===== src/logic/pic_defines.svh =====
`ifndef PIC_DEFINES_SVH
`define PIC_DEFINES_SVH
// Byte addresses on the register bus
`define PIC_ADDR_ENABLE_UPPER 8'h00
`define PIC_ADDR_REQUEST_UPPER 8'h04
`define PIC_ADDR_ENABLE_LOWER 8'h08
`define PIC_ADDR_REQUEST_LOWER 8'h0c
`define PIC_ADDR_GLOBAL 8'h10
`define PIC_ADDR_VECTOR 8'h14
// Reset values
`define PIC_ENABLE_RESET 8'h00
`define PIC_REQUEST_RESET 8'h00
// Upper register bit positions
`define PIC_BIT_NMI 7
`define PIC_BIT_EXT 6
`define PIC_BIT_CAN 5
// Vector bases
`define PIC_VEC_UPPER_BASE 24'hff2030
`define PIC_VEC_LOWER_BASE 24'hff2000
// Line count and line numbers
`define PIC_LINES 16
`define PIC_LINE_CAN 13
`define PIC_LINE_NMI 15
`endif


===== src/logic/pic_pkg.sv =====
package pic_pkg;
  typedef logic [15:0] pic_lines_t;
  typedef enum logic [1:0] {PIC_IDLE, PIC_RD, PIC_WR} pic_phase_t;
endpackage : pic_pkg


===== src/logic/pic_arbiter.sv =====
`timescale 1ns/1ns
`include "pic_defines.svh"
module pic_arbiter
  import pic_pkg::*;
#(
  parameter int LINES = `PIC_LINES
)
(
  // Candidate requests, one per line
  input wire logic [LINES-1:0] cand,
  // Winner
  output logic found,
  output logic [3:0] line
);
  // Highest line number wins; NMI at line 15 ranks above all
  always_comb
  begin
    found = 1'b0;
    line = 4'h0;
    for (int i = 0; i < LINES; i++)
    begin
      if (cand[i])
      begin
        found = 1'b1;
        line = 4'(i); // [RULE2] [RULE14]
      end
    end
  end
endmodule : pic_arbiter


===== src/logic/pic_controller.sv =====
`timescale 1ns/1ns
`include "pic_defines.svh"
// Behaviour
// (RULE1) Line 13 serves the CAN peripheral with own enable, pending bit and vector.
// (RULE2) Fixed priority ranking; highest level serviced first, lowest last.
// (RULE3) Vectors are fixed words: upper lines ff2030-ff203e, lower ff2000-ff200e.
// (RULE4) Shared capture, overrun, compare and timer events merge onto line zero.
// (RULE5) Software should not hand shared lines to the transaction server.
// (RULE6) A pending request is forwarded only when its enable bit is one.
// (RULE7) Global enable, set and cleared by instructions, gates all maskable lines.
// (RULE8) Upper enable is byte read/write, saved by push-all, restored by pop-all.
// (RULE9) The nonmaskable request is always honoured; its enable bit does nothing.
// (RULE10) A detected source request sets that source's pending bit.
// (RULE11) The pending bit clears when flow transfers to that source's vector.
// (RULE12) Software setting a pending bit raises the interrupt like hardware would.
// (RULE13) Upper bits 7..0: nmi, ext pin, can, rx, tx, sync1, sync0, cmd full.
// (RULE14) With several enabled pending, the highest priority vector is taken.
module pic_controller
  import pic_pkg::*;
(
  // Clock and reset
  input wire logic hclk,
  input wire logic hresetn,
  // AHB-Lite slave
  input wire logic hsel,
  input wire logic [7:0] haddr,
  input wire logic [1:0] htrans,
  input wire logic hwrite,
  input wire logic [2:0] hsize,
  input wire logic [31:0] hwdata,
  input wire logic hready,
  output logic [31:0] hrdata,
  output logic hreadyout,
  output logic hresp,
  // Upper line sources
  input wire logic nmi_request,
  input wire logic external_pin_request,
  input wire logic can_request,
  input wire logic serial_receive_request,
  input wire logic serial_transmit_request,
  input wire logic sync_serial_ch1_request,
  input wire logic sync_serial_ch0_request,
  input wire logic slave_command_full_request,
  // Lower line sources
  input wire logic slave_input_full_request,
  input wire logic slave_output_empty_request,
  input wire logic conversion_done_request,
  input wire logic capture_compare0_request,
  input wire logic capture_compare1_request,
  input wire logic capture_compare2_request,
  input wire logic capture_compare3_request,
  input wire logic [5:0] capture_compare_hi_request,
  input wire logic [9:0] capture_overrun_request,
  input wire logic [1:0] compare_only_request,
  input wire logic [1:0] timer_overflow_request,
  // Core instructions
  input wire logic enable_all_instruction,
  input wire logic disable_all_instruction,
  input wire logic push_all_instruction,
  input wire logic pop_all_instruction,
  input wire logic [7:0] pop_all_data,
  output logic [7:0] push_all_data,
  // Core vector fetch
  output logic irq_valid,
  output logic [23:0] irq_vector,
  input wire logic vector_taken
);
  pic_lines_t hw_req;
  pic_lines_t cand;
  pic_lines_t enable_all;
  logic [7:0] en_up_r, en_up_nxt, en_lo_r, en_lo_nxt;
  logic [7:0] pend_up_r, pend_up_nxt, pend_lo_r, pend_lo_nxt;
  logic glob_en_r, glob_en_nxt;
  logic [7:0] save_r, save_nxt;
  logic [23:0] vec_r, vec_nxt;
  logic valid_r, valid_nxt;
  logic [3:0] line_r, line_nxt;
  logic found;
  logic [3:0] win_line;
  pic_phase_t ph_r, ph_nxt;
  logic [7:0] addr_r, addr_nxt;
  logic [31:0] rdata_r, rdata_nxt;
  logic take;
  logic shared_line;

  function automatic logic [23:0] vec_of(input logic [3:0] ln);
    // Each line is one word; upper lines start at their own base
    if (ln[3])
      vec_of = `PIC_VEC_UPPER_BASE + {20'h0, ln[2:0], 1'b0}; // [RULE3]
    else
      vec_of = `PIC_VEC_LOWER_BASE + {20'h0, ln[2:0], 1'b0}; // [RULE3]
  endfunction : vec_of

  function automatic logic [31:0] rd_mux(input logic [7:0] a, input logic [7:0] eu, input logic [7:0] pu,
      input logic [7:0] el, input logic [7:0] pl, input logic g, input logic [23:0] v, input logic vv);
    unique case (a)
      `PIC_ADDR_ENABLE_UPPER: rd_mux = {24'h0, eu};
      `PIC_ADDR_REQUEST_UPPER: rd_mux = {24'h0, pu};
      `PIC_ADDR_ENABLE_LOWER: rd_mux = {24'h0, el};
      `PIC_ADDR_REQUEST_LOWER: rd_mux = {24'h0, pl};
      `PIC_ADDR_GLOBAL: rd_mux = {31'h0, g};
      `PIC_ADDR_VECTOR: rd_mux = {7'h0, vv, v};
      default: rd_mux = 32'h0;
    endcase
  endfunction : rd_mux

  assign shared_line = |capture_compare_hi_request | |capture_overrun_request
      | |compare_only_request | |timer_overflow_request; // [RULE4]
  assign hw_req = {nmi_request, external_pin_request, can_request, serial_receive_request, // [RULE1] [RULE13]
      serial_transmit_request, sync_serial_ch1_request, sync_serial_ch0_request, slave_command_full_request,
      slave_input_full_request, slave_output_empty_request, conversion_done_request, capture_compare0_request,
      capture_compare1_request, capture_compare2_request, capture_compare3_request, shared_line};
  // Maskable lines need their enable and the global enable; NMI needs neither
  always_comb
  begin
    enable_all = {en_up_r, en_lo_r} & {16{glob_en_r}}; // [RULE6] [RULE7]
    enable_all[`PIC_LINE_NMI] = 1'b1; // [RULE9]
    cand = {pend_up_r, pend_lo_r} & enable_all;
  end

  pic_arbiter #(.LINES(`PIC_LINES)) u_arb (
    .cand(cand),
    .found(found),
    .line(win_line)
  );

  assign take = valid_r && vector_taken;

  // Bus slave: zero wait states, OKAY always
  always_comb
  begin
    ph_nxt = PIC_IDLE;
    addr_nxt = addr_r;
    if (hsel && hready && htrans[1])
    begin
      ph_nxt = hwrite ? PIC_WR : PIC_RD;
      addr_nxt = haddr;
    end
    rdata_nxt = rdata_r;
    if (hsel && hready && htrans[1] && !hwrite)
      rdata_nxt = rd_mux(haddr, en_up_r, pend_up_r, en_lo_r, pend_lo_r, glob_en_r, vec_r, valid_r);
  end

  // Register file, pending capture and vector handoff
  always_comb
  begin
    en_up_nxt = en_up_r;
    en_lo_nxt = en_lo_r;
    pend_up_nxt = pend_up_r;
    pend_lo_nxt = pend_lo_r;
    glob_en_nxt = glob_en_r;
    save_nxt = save_r;
    if (ph_r == PIC_WR)
    begin
      unique case (addr_r)
        `PIC_ADDR_ENABLE_UPPER: en_up_nxt = hwdata[7:0]; // [RULE8]
        `PIC_ADDR_ENABLE_LOWER: en_lo_nxt = hwdata[7:0];
        `PIC_ADDR_REQUEST_UPPER: pend_up_nxt = hwdata[7:0]; // [RULE12]
        `PIC_ADDR_REQUEST_LOWER: pend_lo_nxt = hwdata[7:0]; // [RULE12]
        `PIC_ADDR_GLOBAL: glob_en_nxt = hwdata[0];
        default: ;
      endcase
    end
    if (push_all_instruction)
      save_nxt = en_up_r; // [RULE8]
    if (pop_all_instruction)
      en_up_nxt = pop_all_data; // [RULE8]
    if (enable_all_instruction)
      glob_en_nxt = 1'b1; // [RULE7]
    if (disable_all_instruction)
      glob_en_nxt = 1'b0; // [RULE7]
    if (take)
    begin
      if (line_r[3])
        pend_up_nxt[line_r[2:0]] = 1'b0; // [RULE11]
      else
        pend_lo_nxt[line_r[2:0]] = 1'b0; // [RULE11]
    end
    // New events win over any clear in the same cycle
    pend_up_nxt = pend_up_nxt | hw_req[15:8]; // [RULE10]
    pend_lo_nxt = pend_lo_nxt | hw_req[7:0]; // [RULE10]
    valid_nxt = found && !take;
    line_nxt = win_line;
    vec_nxt = vec_of(win_line); // [RULE14]
  end

  always_ff @(posedge hclk or negedge hresetn)
  begin
    if (!hresetn)
    begin
      en_up_r <= `PIC_ENABLE_RESET;
      en_lo_r <= `PIC_ENABLE_RESET;
      pend_up_r <= `PIC_REQUEST_RESET;
      pend_lo_r <= `PIC_REQUEST_RESET;
      glob_en_r <= 1'b0;
      save_r <= `PIC_ENABLE_RESET;
      vec_r <= 24'h0;
      valid_r <= 1'b0;
      line_r <= 4'h0;
      ph_r <= PIC_IDLE;
      addr_r <= 8'h0;
      rdata_r <= 32'h0;
    end
    else
    begin
      en_up_r <= en_up_nxt;
      en_lo_r <= en_lo_nxt;
      pend_up_r <= pend_up_nxt;
      pend_lo_r <= pend_lo_nxt;
      glob_en_r <= glob_en_nxt;
      save_r <= save_nxt;
      vec_r <= vec_nxt;
      valid_r <= valid_nxt;
      line_r <= line_nxt;
      ph_r <= ph_nxt;
      addr_r <= addr_nxt;
      rdata_r <= rdata_nxt;
    end
  end

  assign hrdata = rdata_r;
  assign hreadyout = 1'b1;
  assign hresp = 1'b0;
  assign push_all_data = save_r;
  assign irq_valid = valid_r;
  assign irq_vector = vec_r;

  chk_nmi_unmasked: assert property (@(posedge hclk) disable iff (!hresetn) // [RULE9]
    pend_up_r[`PIC_BIT_NMI] && !take |=> valid_r && line_r == 4'(`PIC_LINE_NMI))
    else $error("nmi pending but not offered");
  chk_mask_blocks: assert property (@(posedge hclk) disable iff (!hresetn) // [RULE6]
    valid_r && line_r != 4'(`PIC_LINE_NMI) |-> |($past({en_up_r, en_lo_r}) & (16'h0001 << line_r)))
    else $error("masked line offered");
  chk_global_gate: assert property (@(posedge hclk) disable iff (!hresetn) // [RULE7]
    valid_r && !$past(glob_en_r) |-> line_r == 4'(`PIC_LINE_NMI))
    else $error("maskable offered while globally disabled");
  chk_vector_map: assert property (@(posedge hclk) disable iff (!hresetn) // [RULE3]
    valid_r |-> irq_vector == `PIC_VEC_LOWER_BASE + {19'h0, line_r, 1'b0} + {18'h0, line_r[3], 5'h0})
    else $error("vector does not match line");
  chk_can_vector: assert property (@(posedge hclk) disable iff (!hresetn) // [RULE1]
    valid_r && line_r == 4'(`PIC_LINE_CAN) |-> irq_vector == 24'hff203a)
    else $error("can vector wrong");
  chk_pend_set: assert property (@(posedge hclk) disable iff (!hresetn) // [RULE10]
    can_request |=> pend_up_r[`PIC_BIT_CAN])
    else $error("request not latched");
  chk_ext_set: assert property (@(posedge hclk) disable iff (!hresetn) // [RULE10]
    external_pin_request |=> pend_up_r[`PIC_BIT_EXT])
    else $error("external request not latched");
  chk_take_clear: assert property (@(posedge hclk) disable iff (!hresetn) // [RULE11]
    take && line_r[3] && !hw_req[line_r] && ph_r != PIC_WR |=> !pend_up_r[$past(line_r[2:0])])
    else $error("pending not cleared on take");
  chk_priority: assert property (@(posedge hclk) disable iff (!hresetn) // [RULE14]
    found |-> (cand >> win_line) == 16'h1)
    else $error("lower priority won");
  chk_shared_line: assert property (@(posedge hclk) disable iff (!hresetn) // [RULE4]
    |timer_overflow_request |=> pend_lo_r[0])
    else $error("shared line not set");
  chk_pop_all_instruction_restore: assert property (@(posedge hclk) disable iff (!hresetn) // [RULE8]
    pop_all_instruction |=> en_up_r == $past(pop_all_data))
    else $error("pop-all restore failed");
  chk_sw_set: assert property (@(posedge hclk) disable iff (!hresetn) // [RULE12]
    ph_r == PIC_WR && addr_r == `PIC_ADDR_REQUEST_UPPER && hwdata[1] && !take |=> pend_up_r[1])
    else $error("software set lost");
  cov_nmi: cover property (@(posedge hclk) take && line_r == 4'hf);
  cov_can: cover property (@(posedge hclk) take && line_r == 4'hd);
  cov_shared: cover property (@(posedge hclk) take && line_r == 4'h0);
  cov_two: cover property (@(posedge hclk) $countones(cand) > 1);
endmodule : pic_controller


===== config.mk =====
export PLATFORM = sky130hd
export DESIGN_NAME = pic_controller
export DESIGN_NICKNAME = d
export VERILOG_FILES = /design/src/logic/pic_pkg.sv /design/src/logic/pic_arbiter.sv /design/src/logic/pic_controller.sv
export VERILOG_INCLUDE_DIRS = /design/src /design/src/logic
export SDC_FILE = /design/constraint.sdc
export NUM_CORES = 1
export LEC_CHECK = 0
export BUFFER_PORTS_ARGS = -buffer_cell sky130_fd_sc_hd__buf_2
export CAP_MARGIN = 20
export CORE_MARGIN = 2
export CORE_UTILIZATION = 48
export CTS_CLUSTER_DIAMETER = 40
export DETAILED_ROUTE_END_ITERATION = 16
export MAX_ROUTING_LAYER = met4
export PLACE_DENSITY_LB_ADDON = 0.15
export SYNTH_ARGS = -nofsm -noshare
export SYNTH_HDL_FRONTEND = slang
export SYNTH_SLANG_ARGS = --single-unit

===== constraint.sdc =====
create_clock -name hclk -period 1.9 [get_ports hclk]
set_input_delay 0.57 -clock hclk [delete_from_list [all_inputs] [get_ports hclk]]
set_output_delay 0.57 -clock hclk [all_outputs]
set_load 0.01 [all_outputs]

### Yosys cells after proc, flatten, opt, wreduce, memory -nomap -nowiden

Cells that the tools add are included.

| word-level totals | value |
|---|---|
| bits in registers | 112 |
| bits of input ports | 98 |
| output and inout bits | 67 |

| cells by class | value |
|---|---|
| add/sub/neg operators | 2 |
| $lt $le $gt $ge | 2 |
| eq/ne operators | 10 |
| muxes and demuxes | 52 |
| bitwise gates (word level) | 10 |
| reductions and logical operators | 21 |

Operators by type and width:

| kind | number |
|---|---|
| $pmux 25 s6 | 1 |
| $mux 8 | 11 |
| $add 17x5->18 const A | 2 |
| $eq 8x4->1 const B | 4 |
| $mux 4 | 8 |
| $eq 8x5->1 const B | 3 |
| $mux 24 | 1 |
| $mux 1 | 22 |
| $and 16x16->16 | 1 |
| $and 8x8->8 | 2 |
| $eq 8x3->1 const B | 2 |
| $logic_not 8->1 | 2 |
| $or 8x8->8 | 2 |
| $and 15x15->15 | 1 |
| $mux 3 | 4 |
| $reduce_or 10->1 | 1 |
| $mux 2 | 4 |
| $not 8->8 | 1 |
| $logic_and 1x1->1 | 6 |
| $reduce_and 2->1 | 3 |
| $reduce_bool 3->1 | 2 |
| $reduce_or 6->1 | 1 |
| $lt 3x4->1 const B | 1 |
| $reduce_bool 2->1 | 2 |
| 6 further kinds | 10 |

### Depth between registers and ports, before layout

| depth | value |
|---|---|
| depth after elaboration | 19 |
| mapped depth | 5 |
| gate-level depth less buffers | 4 |

### Modules after synthesis

A second synthesis with hierarchy kept.

| second synthesis, totals | value |
|---|---|
| cells, all modules | 359 |
| area total of the unflattened synthesis | 3739.8 um2 |

By module, submodules not included:

| module | instances | cells an instance | area each (um2) | seq. area each (um2) |
|---|---|---|---|---|
| pic_controller | 1 | 330 | 3578.4 | 1676.6 |
| pic_arbiter | 1 | 29 | 161.4 | 0.0 |

### Worst setup path after synthesis

OpenSTA, ideal clock, no wires.

| path | value |
|---|---|
| kind | input to register |
| start point | input haddr[1] |
| end point | register rdata_r[0], in the netlist hrdata[0] |
| setup time | 0.083 ns |
| arrival time | 1.570 ns |
| required time | 1.817 ns |
| path slack | 0.247 ns |
| stages on the path | 4 |
| path through | or4_1 nor3_2 a32oi_1 o21ai_0 |

| between the ends | value |
|---|---|
| word-level cells in the longest chain between the ends | 2 |
| elaborated cells on any way between the ends | 7 |

Ends and longest elaborated chain:

| element | RTL line | text |
|---|---|---|
| from (decl) | pic_controller.sv:26 | `input wire logic [7:0] haddr,` |
| $eq 8x5->1, or another cell as far along | pic_controller.sv:96 | `unique case (a)` |
| $pmux 25 s6 (*) | pic_controller.sv:96 |  |
| to (signal assigned) | pic_controller.sv:217 | `rdata_r <= rdata_nxt;` |
| to (decl) | pic_controller.sv:82 | `logic [31:0] rdata_r, rdata_nxt;` |

Every way passes the cells marked *; elsewhere a longest branch is shown, timed or not.
A chain may end at the register's enable or synchronous reset.

### Final worst setup path

| path | value |
|---|---|
| start point | register addr_r[1] |
| end point | register pend_up_r[2] |

| between the ends | value |
|---|---|
| word-level cells in the longest chain between the ends | 7 |

Ends and longest elaborated chain:

| element | RTL line | text |
|---|---|---|
| from (decl) | pic_controller.sv:81 | `logic [7:0] addr_r, addr_nxt;` |
| from (signal assigned) | pic_controller.sv:216 | `addr_r <= addr_nxt;` |
| $eq 8x3->1 (*) | pic_controller.sv:155 | `unique case (addr_r)` |
| $mux 8 (*) | pic_controller.sv:155 |  |
| $mux 8 (*) | pic_controller.sv:153 | `if (ph_r == PIC_WR)` |
| $and 8x8->8 (no line) | -- |  |
| $mux 8 | pic_controller.sv:174 | `if (line_r[3])` |
| $mux 8 (*) | pic_controller.sv:172 | `if (take)` |
| $or 8x8->8 (*) | pic_controller.sv:180 | `pend_up_nxt = pend_up_nxt \| hw_req[15:8];` |
| named net pend_up_nxt[2] | pic_controller.sv:72 | `logic [7:0] pend_up_r, pend_up_nxt, pend_lo_r, pend_lo_nxt;` |
| to (signal assigned) | pic_controller.sv:193 | `` pend_up_r <= `PIC_REQUEST_RESET; `` |
| to (signal assigned) | pic_controller.sv:208 | `pend_up_r <= pend_up_nxt;` |
| to (decl) | pic_controller.sv:72 |  |

Mark *: on every way through the listed nets, which the timed path passes. The rest lies on a longest branch.

==> results.rst <==
.. list-table::
   :header-rows: 1

   * - Metric
     - Value
   * - Ant. Diodes
     - 0
   * - Maximum clock rate
     - 582 MHz
   * - Mux contribution to synthesized area
     - 0.177
   * - Total number of placement rows
     - 32
   * - Yosys reg bits
     - 67
   * - Commonest cells after routing, fill and taps aside
     - sky130_fd_sc_hd__buf_2, sky130_fd_sc_hd__dfrtp_1, sky130_fd_sc_hd__nand2_1, sky130_fd_sc_hd__mux2i_1, sky130_fd_sc_hd__conb_1
   * - Mean cell area of the mapped netlist
     - 10.7 µm²
   * - Initial antenna violation count
     - 0
   * - Number of standard cells in the layout, taps in and fillers out
     - 557
   * - Placer Congestion
     - 0.914
   * - Proportion of layout cells with a drive suffix above 1
     - 0.360
   * - Number of placed instances with taps included
     - 542
   * - Dominant synthesized flop cell
     - sky130_fd_sc_hd__dfrtp_1
   * - Area of the die
     - 0.00849 mm²
   * - Worst reg2reg path depth
     - 5
   * - XOR/XNOR Fraction of Synth Area
     - 0
   * - Run status
     - complete, no violations
   * - Initial DRC count
     - 167
   * - Final count of hold timing violations
     - 0
   * - First-pass GRT wire length
     - 14500 µm
   * - Count of warnings emitted by yosys
     - 0
   * - Largest family of logic cells by synthesized area
     - multiplexers
   * - Initial DRT Pass Iterations
     - 4
   * - Layout area overhead
     - 17.4%
   * - EDFF count, synth
     - 0
   * - Number of antenna-violating nets in the routed design
     - 0
   * - Final worst path period share
     - 0.904
   * - Internal power
     - 2.29 mW
   * - Worst EP required
     - 2.12 ns
   * - Fillers
     - 726
   * - Clock network latency to the later pin of the worst-skew pair
     - 0.35 ns
   * - Combined area of all synthesized cells
     - 0.00373 mm²
   * - Basic-gate share of the synthesized area counting and, or, nand and nor cells
     - 0.151
   * - RSZ-0062 raised after global routing
     - false
   * - Part of the power in registers
     - 0.518
   * - Power density of the placed cells
     - 737 mW/mm²
   * - Share of the yosys chip area belonging to registers
     - 0.450
   * - Post-detailed-route via-to-cell ratio
     - 5.31
   * - Library cell with the largest summed area after synthesis
     - sky130_fd_sc_hd__dfrtp_1
   * - Die outline width
     - 92.1 µm
   * - CTS max path bufs
     - 2
   * - Logic pwr share
     - 0.169
   * - Die extent in y
     - 92.1 µm
   * - Worst Setup Path Type
     - flop to flop
   * - Net load switching power
     - 0.935 mW
   * - Smallest hold slack
     - 0.141 ns
   * - Arithmetic-cell share of the synthesized area counting full adders, half adders and majority gates
     - 0
   * - Share of synthesized flip-flops with an asynchronous set or reset
     - 1.00
   * - Clock transition at the registers of the reported paths
     - 0.07 ns
   * - Share of Yosys cell area claimed by the top area cell type
     - 0.450
   * - Final Util
     - 0.575
   * - Max-capacitance violation count
     - 0
   * - Kind of end point of the critical path
     - flop
   * - Slew @ Worst Pin
     - 0.524 ns
   * - Buffer count from post-CTS setup fixing
     - 0
   * - Port Buffer Count
     - 110
   * - Initial core utilization
     - 0.490
   * - Peak fanout along the critical path
     - 8
   * - CTS root buf
     - sky130_fd_sc_hd__clkbuf_8
   * - Remaining routing DRC violations
     - 0
   * - Sw frac
     - 0.290
   * - Hold WC Path Type
     - primary input to asynchronous set/reset pin
   * - Slew headroom
     - 0.648
   * - Overall global routing resource usage
     - 0.230
   * - Number of cells produced by synthesis
     - 348
   * - Worst-case setup slack after placement
     - -0.0185 ns
   * - Synth Area in Compound Gates
     - 0.120
   * - Post-layout net count
     - 549
   * - I/O pin count
     - 165
   * - Clock sink total
     - 67
   * - Remaining global-route overflow
     - 0
   * - Minimum setup slack among reg-to-reg paths
     - 0.18 ns
   * - Clock skew after layout
     - 0.00643 ns
   * - Capture instance of the worst register-to-register path
     - pend_up_r[2]
   * - Worst ir drop on vdd
     - 0.000442 V
   * - Static leakage power
     - 2.26 nW
   * - Number of distinct library cells after synthesis
     - 43
   * - Final number of max-transition violations
     - 0
   * - Clock buffer count from CTS
     - 9
   * - Leading cell type in the layout, fill and taps excluded
     - sky130_fd_sc_hd__buf_2
   * - Post-DP HPWL
     - 6830 µm
   * - H-tree level count
     - 3
   * - Data arrival, critical path
     - 1.94 ns
   * - Clock tree from TritonCTS
     - yes
   * - Time the final worst path needs with I/O delays and setup
     - 1.72 ns
   * - DR vias
     - 2956
   * - Synth top area cells
     - sky130_fd_sc_hd__dfrtp_1, sky130_fd_sc_hd__buf_4, sky130_fd_sc_hd__mux2i_1
   * - Clock network fraction of total power
     - 0.313
   * - Post-cts hold buffer count
     - 0
   * - Element type at the critical path start
     - flop
   * - Via count of the first global-routing pass
     - 2908
   * - Origin of the critical flop-to-flop path
     - addr_r[1]
   * - Final setup violation count
     - 0
   * - Worst setup margin
     - 0.182 ns
   * - Maximum number of pins on one net before global-route repair
     - 52
   * - Post-CTS Resized
     - 0
   * - Core area
     - 0.00761 mm²
   * - Aggregate routed wire length
     - 9030 µm
   * - Final routed wire length divided by cell count
     - 16.2 µm
==> cell type report <==
cell class / count / area (µm²) / share of cell area
Multi-Input combinational cell: 251 / 1770 / 0.405
Sequential cell: 67 / 1680 / 0.383
Timing Repair Buffer: 118 / 623 / 0.142
Clock buffer: 12 / 145 / 0.0332
Tap cell: 102 / 128 / 0.0292
Clock inverter: 3 / 15.0 / 0.00343
Inverter: 4 / 15.0 / 0.00343
==> worst max-delay path by stage <==
| stage | from | endpoint | slack, ns | depth (start not counted) |
|---|---|---|---|---|
| floorplan | haddr[1] | hrdata[0] | 0.25 | 4 |
| global placement | haddr[1] | hrdata[0] | 0.02 | 5 |
| detailed placement | haddr[1] | hrdata[1] | -0.02 | 5 |
| CTS | addr_r[1] | pend_lo_r[5] | 0.15 | 4 |
| global route | addr_r[1] | pend_up_r[1] | 0.06 | 5 |
| finish | addr_r[1] | pend_up_r[2] | 0.18 | 5 |
==> routing by layer <==
layer | global-route usage | wire length, µm | up-vias
met2 | 0.366 | 4280 | 113
li1 | - | - | 1407
met4 | 0.0945 | 187 | 0
met1 | 0.297 | 4010 | 1420
met5 | - | 0 | -
met3 | 0.0337 | 546 | 16
==> through the flow <==
step	power, mW	cell area [µm²]	setup TNS [ns]
2_1_floorplan	2.03	3820	0
3_3_place_gp	2.23	4210	0
3_5_place_dp	2.24	4210	-0.0332
4_1_cts	3.24	4370	0
5_1_grt	3.37	4370	0
6_report	3.22	4370	0
==> cell families (layout without fill, tap and decap cells) <==
group / count (synthesis) / in the layout
AND/OR/NAND/NOR: 101 / 101
flip-flops: 67 / 67
AO/OA/AOI/OAI: 65 / 65
multiplexers: 58 / 58
buffers and inverters: 55 / 137
other: 2 / 27
==> sequential cells by signal, indices dropped and copies added, names as in the netlist <==
| signal | cells |
|---|---|
| push_all_data | 8 |
| ph_r | 2 |
| en_lo_r | 8 |
| irq_vector | 2 |
| hrdata | 10 |
| en_up_r | 8 |
| addr_r | 8 |
| pend_up_r | 8 |
| pend_lo_r | 8 |
| line_r | 3 |
| irq_valid | 1 |
| glob_en_r | 1 |
==> Yosys cell counts, types with 2 or more instances <==
library cell	count
sky130_fd_sc_hd__a21oi_1	5
sky130_fd_sc_hd__a22o_1	5
sky130_fd_sc_hd__a22oi_1	2
sky130_fd_sc_hd__a31oi_1	2
sky130_fd_sc_hd__a32oi_1	6
sky130_fd_sc_hd__buf_4	44
sky130_fd_sc_hd__clkbuf_1	5
sky130_fd_sc_hd__conb_1	2
sky130_fd_sc_hd__dfrtp_1	67
sky130_fd_sc_hd__inv_1	4
sky130_fd_sc_hd__mux2_2	23
sky130_fd_sc_hd__mux2i_1	31
sky130_fd_sc_hd__mux4_2	4
sky130_fd_sc_hd__nand2_1	38
sky130_fd_sc_hd__nand2b_1	4
sky130_fd_sc_hd__nand3_1	8
sky130_fd_sc_hd__nand3b_1	2
sky130_fd_sc_hd__nand4_1	2
sky130_fd_sc_hd__nand4b_1	4
sky130_fd_sc_hd__nor2_1	20
sky130_fd_sc_hd__nor2b_1	2
sky130_fd_sc_hd__nor3_1	7
sky130_fd_sc_hd__nor4_1	5
sky130_fd_sc_hd__o211ai_1	3
sky130_fd_sc_hd__o21ai_0	19
sky130_fd_sc_hd__o21bai_1	15
sky130_fd_sc_hd__o22a_1	3
==> power groups by stage <==
stage,combinational [mW],sequential [mW],clock [mW]
6_report,0.544,1.67,1.01
3_3_place_gp,0.538,1.69,0
3_5_place_dp,0.545,1.70,0
2_1_floorplan,0.349,1.68,0
5_1_grt,0.605,1.69,1.08
4_1_cts,0.548,1.67,1.03
==> critical path, stage by stage (launching register included) <==
cell and delay [ns]:
sky130_fd_sc_hd__dfrtp_1 0.42, sky130_fd_sc_hd__nor4_4 0.54, sky130_fd_sc_hd__nand4b_1 0.16, sky130_fd_sc_hd__buf_4 0.22, sky130_fd_sc_hd__mux2i_1 0.16, sky130_fd_sc_hd__o21bai_1 0.09
Note: power is estimated with default switching activity, not from simulation.
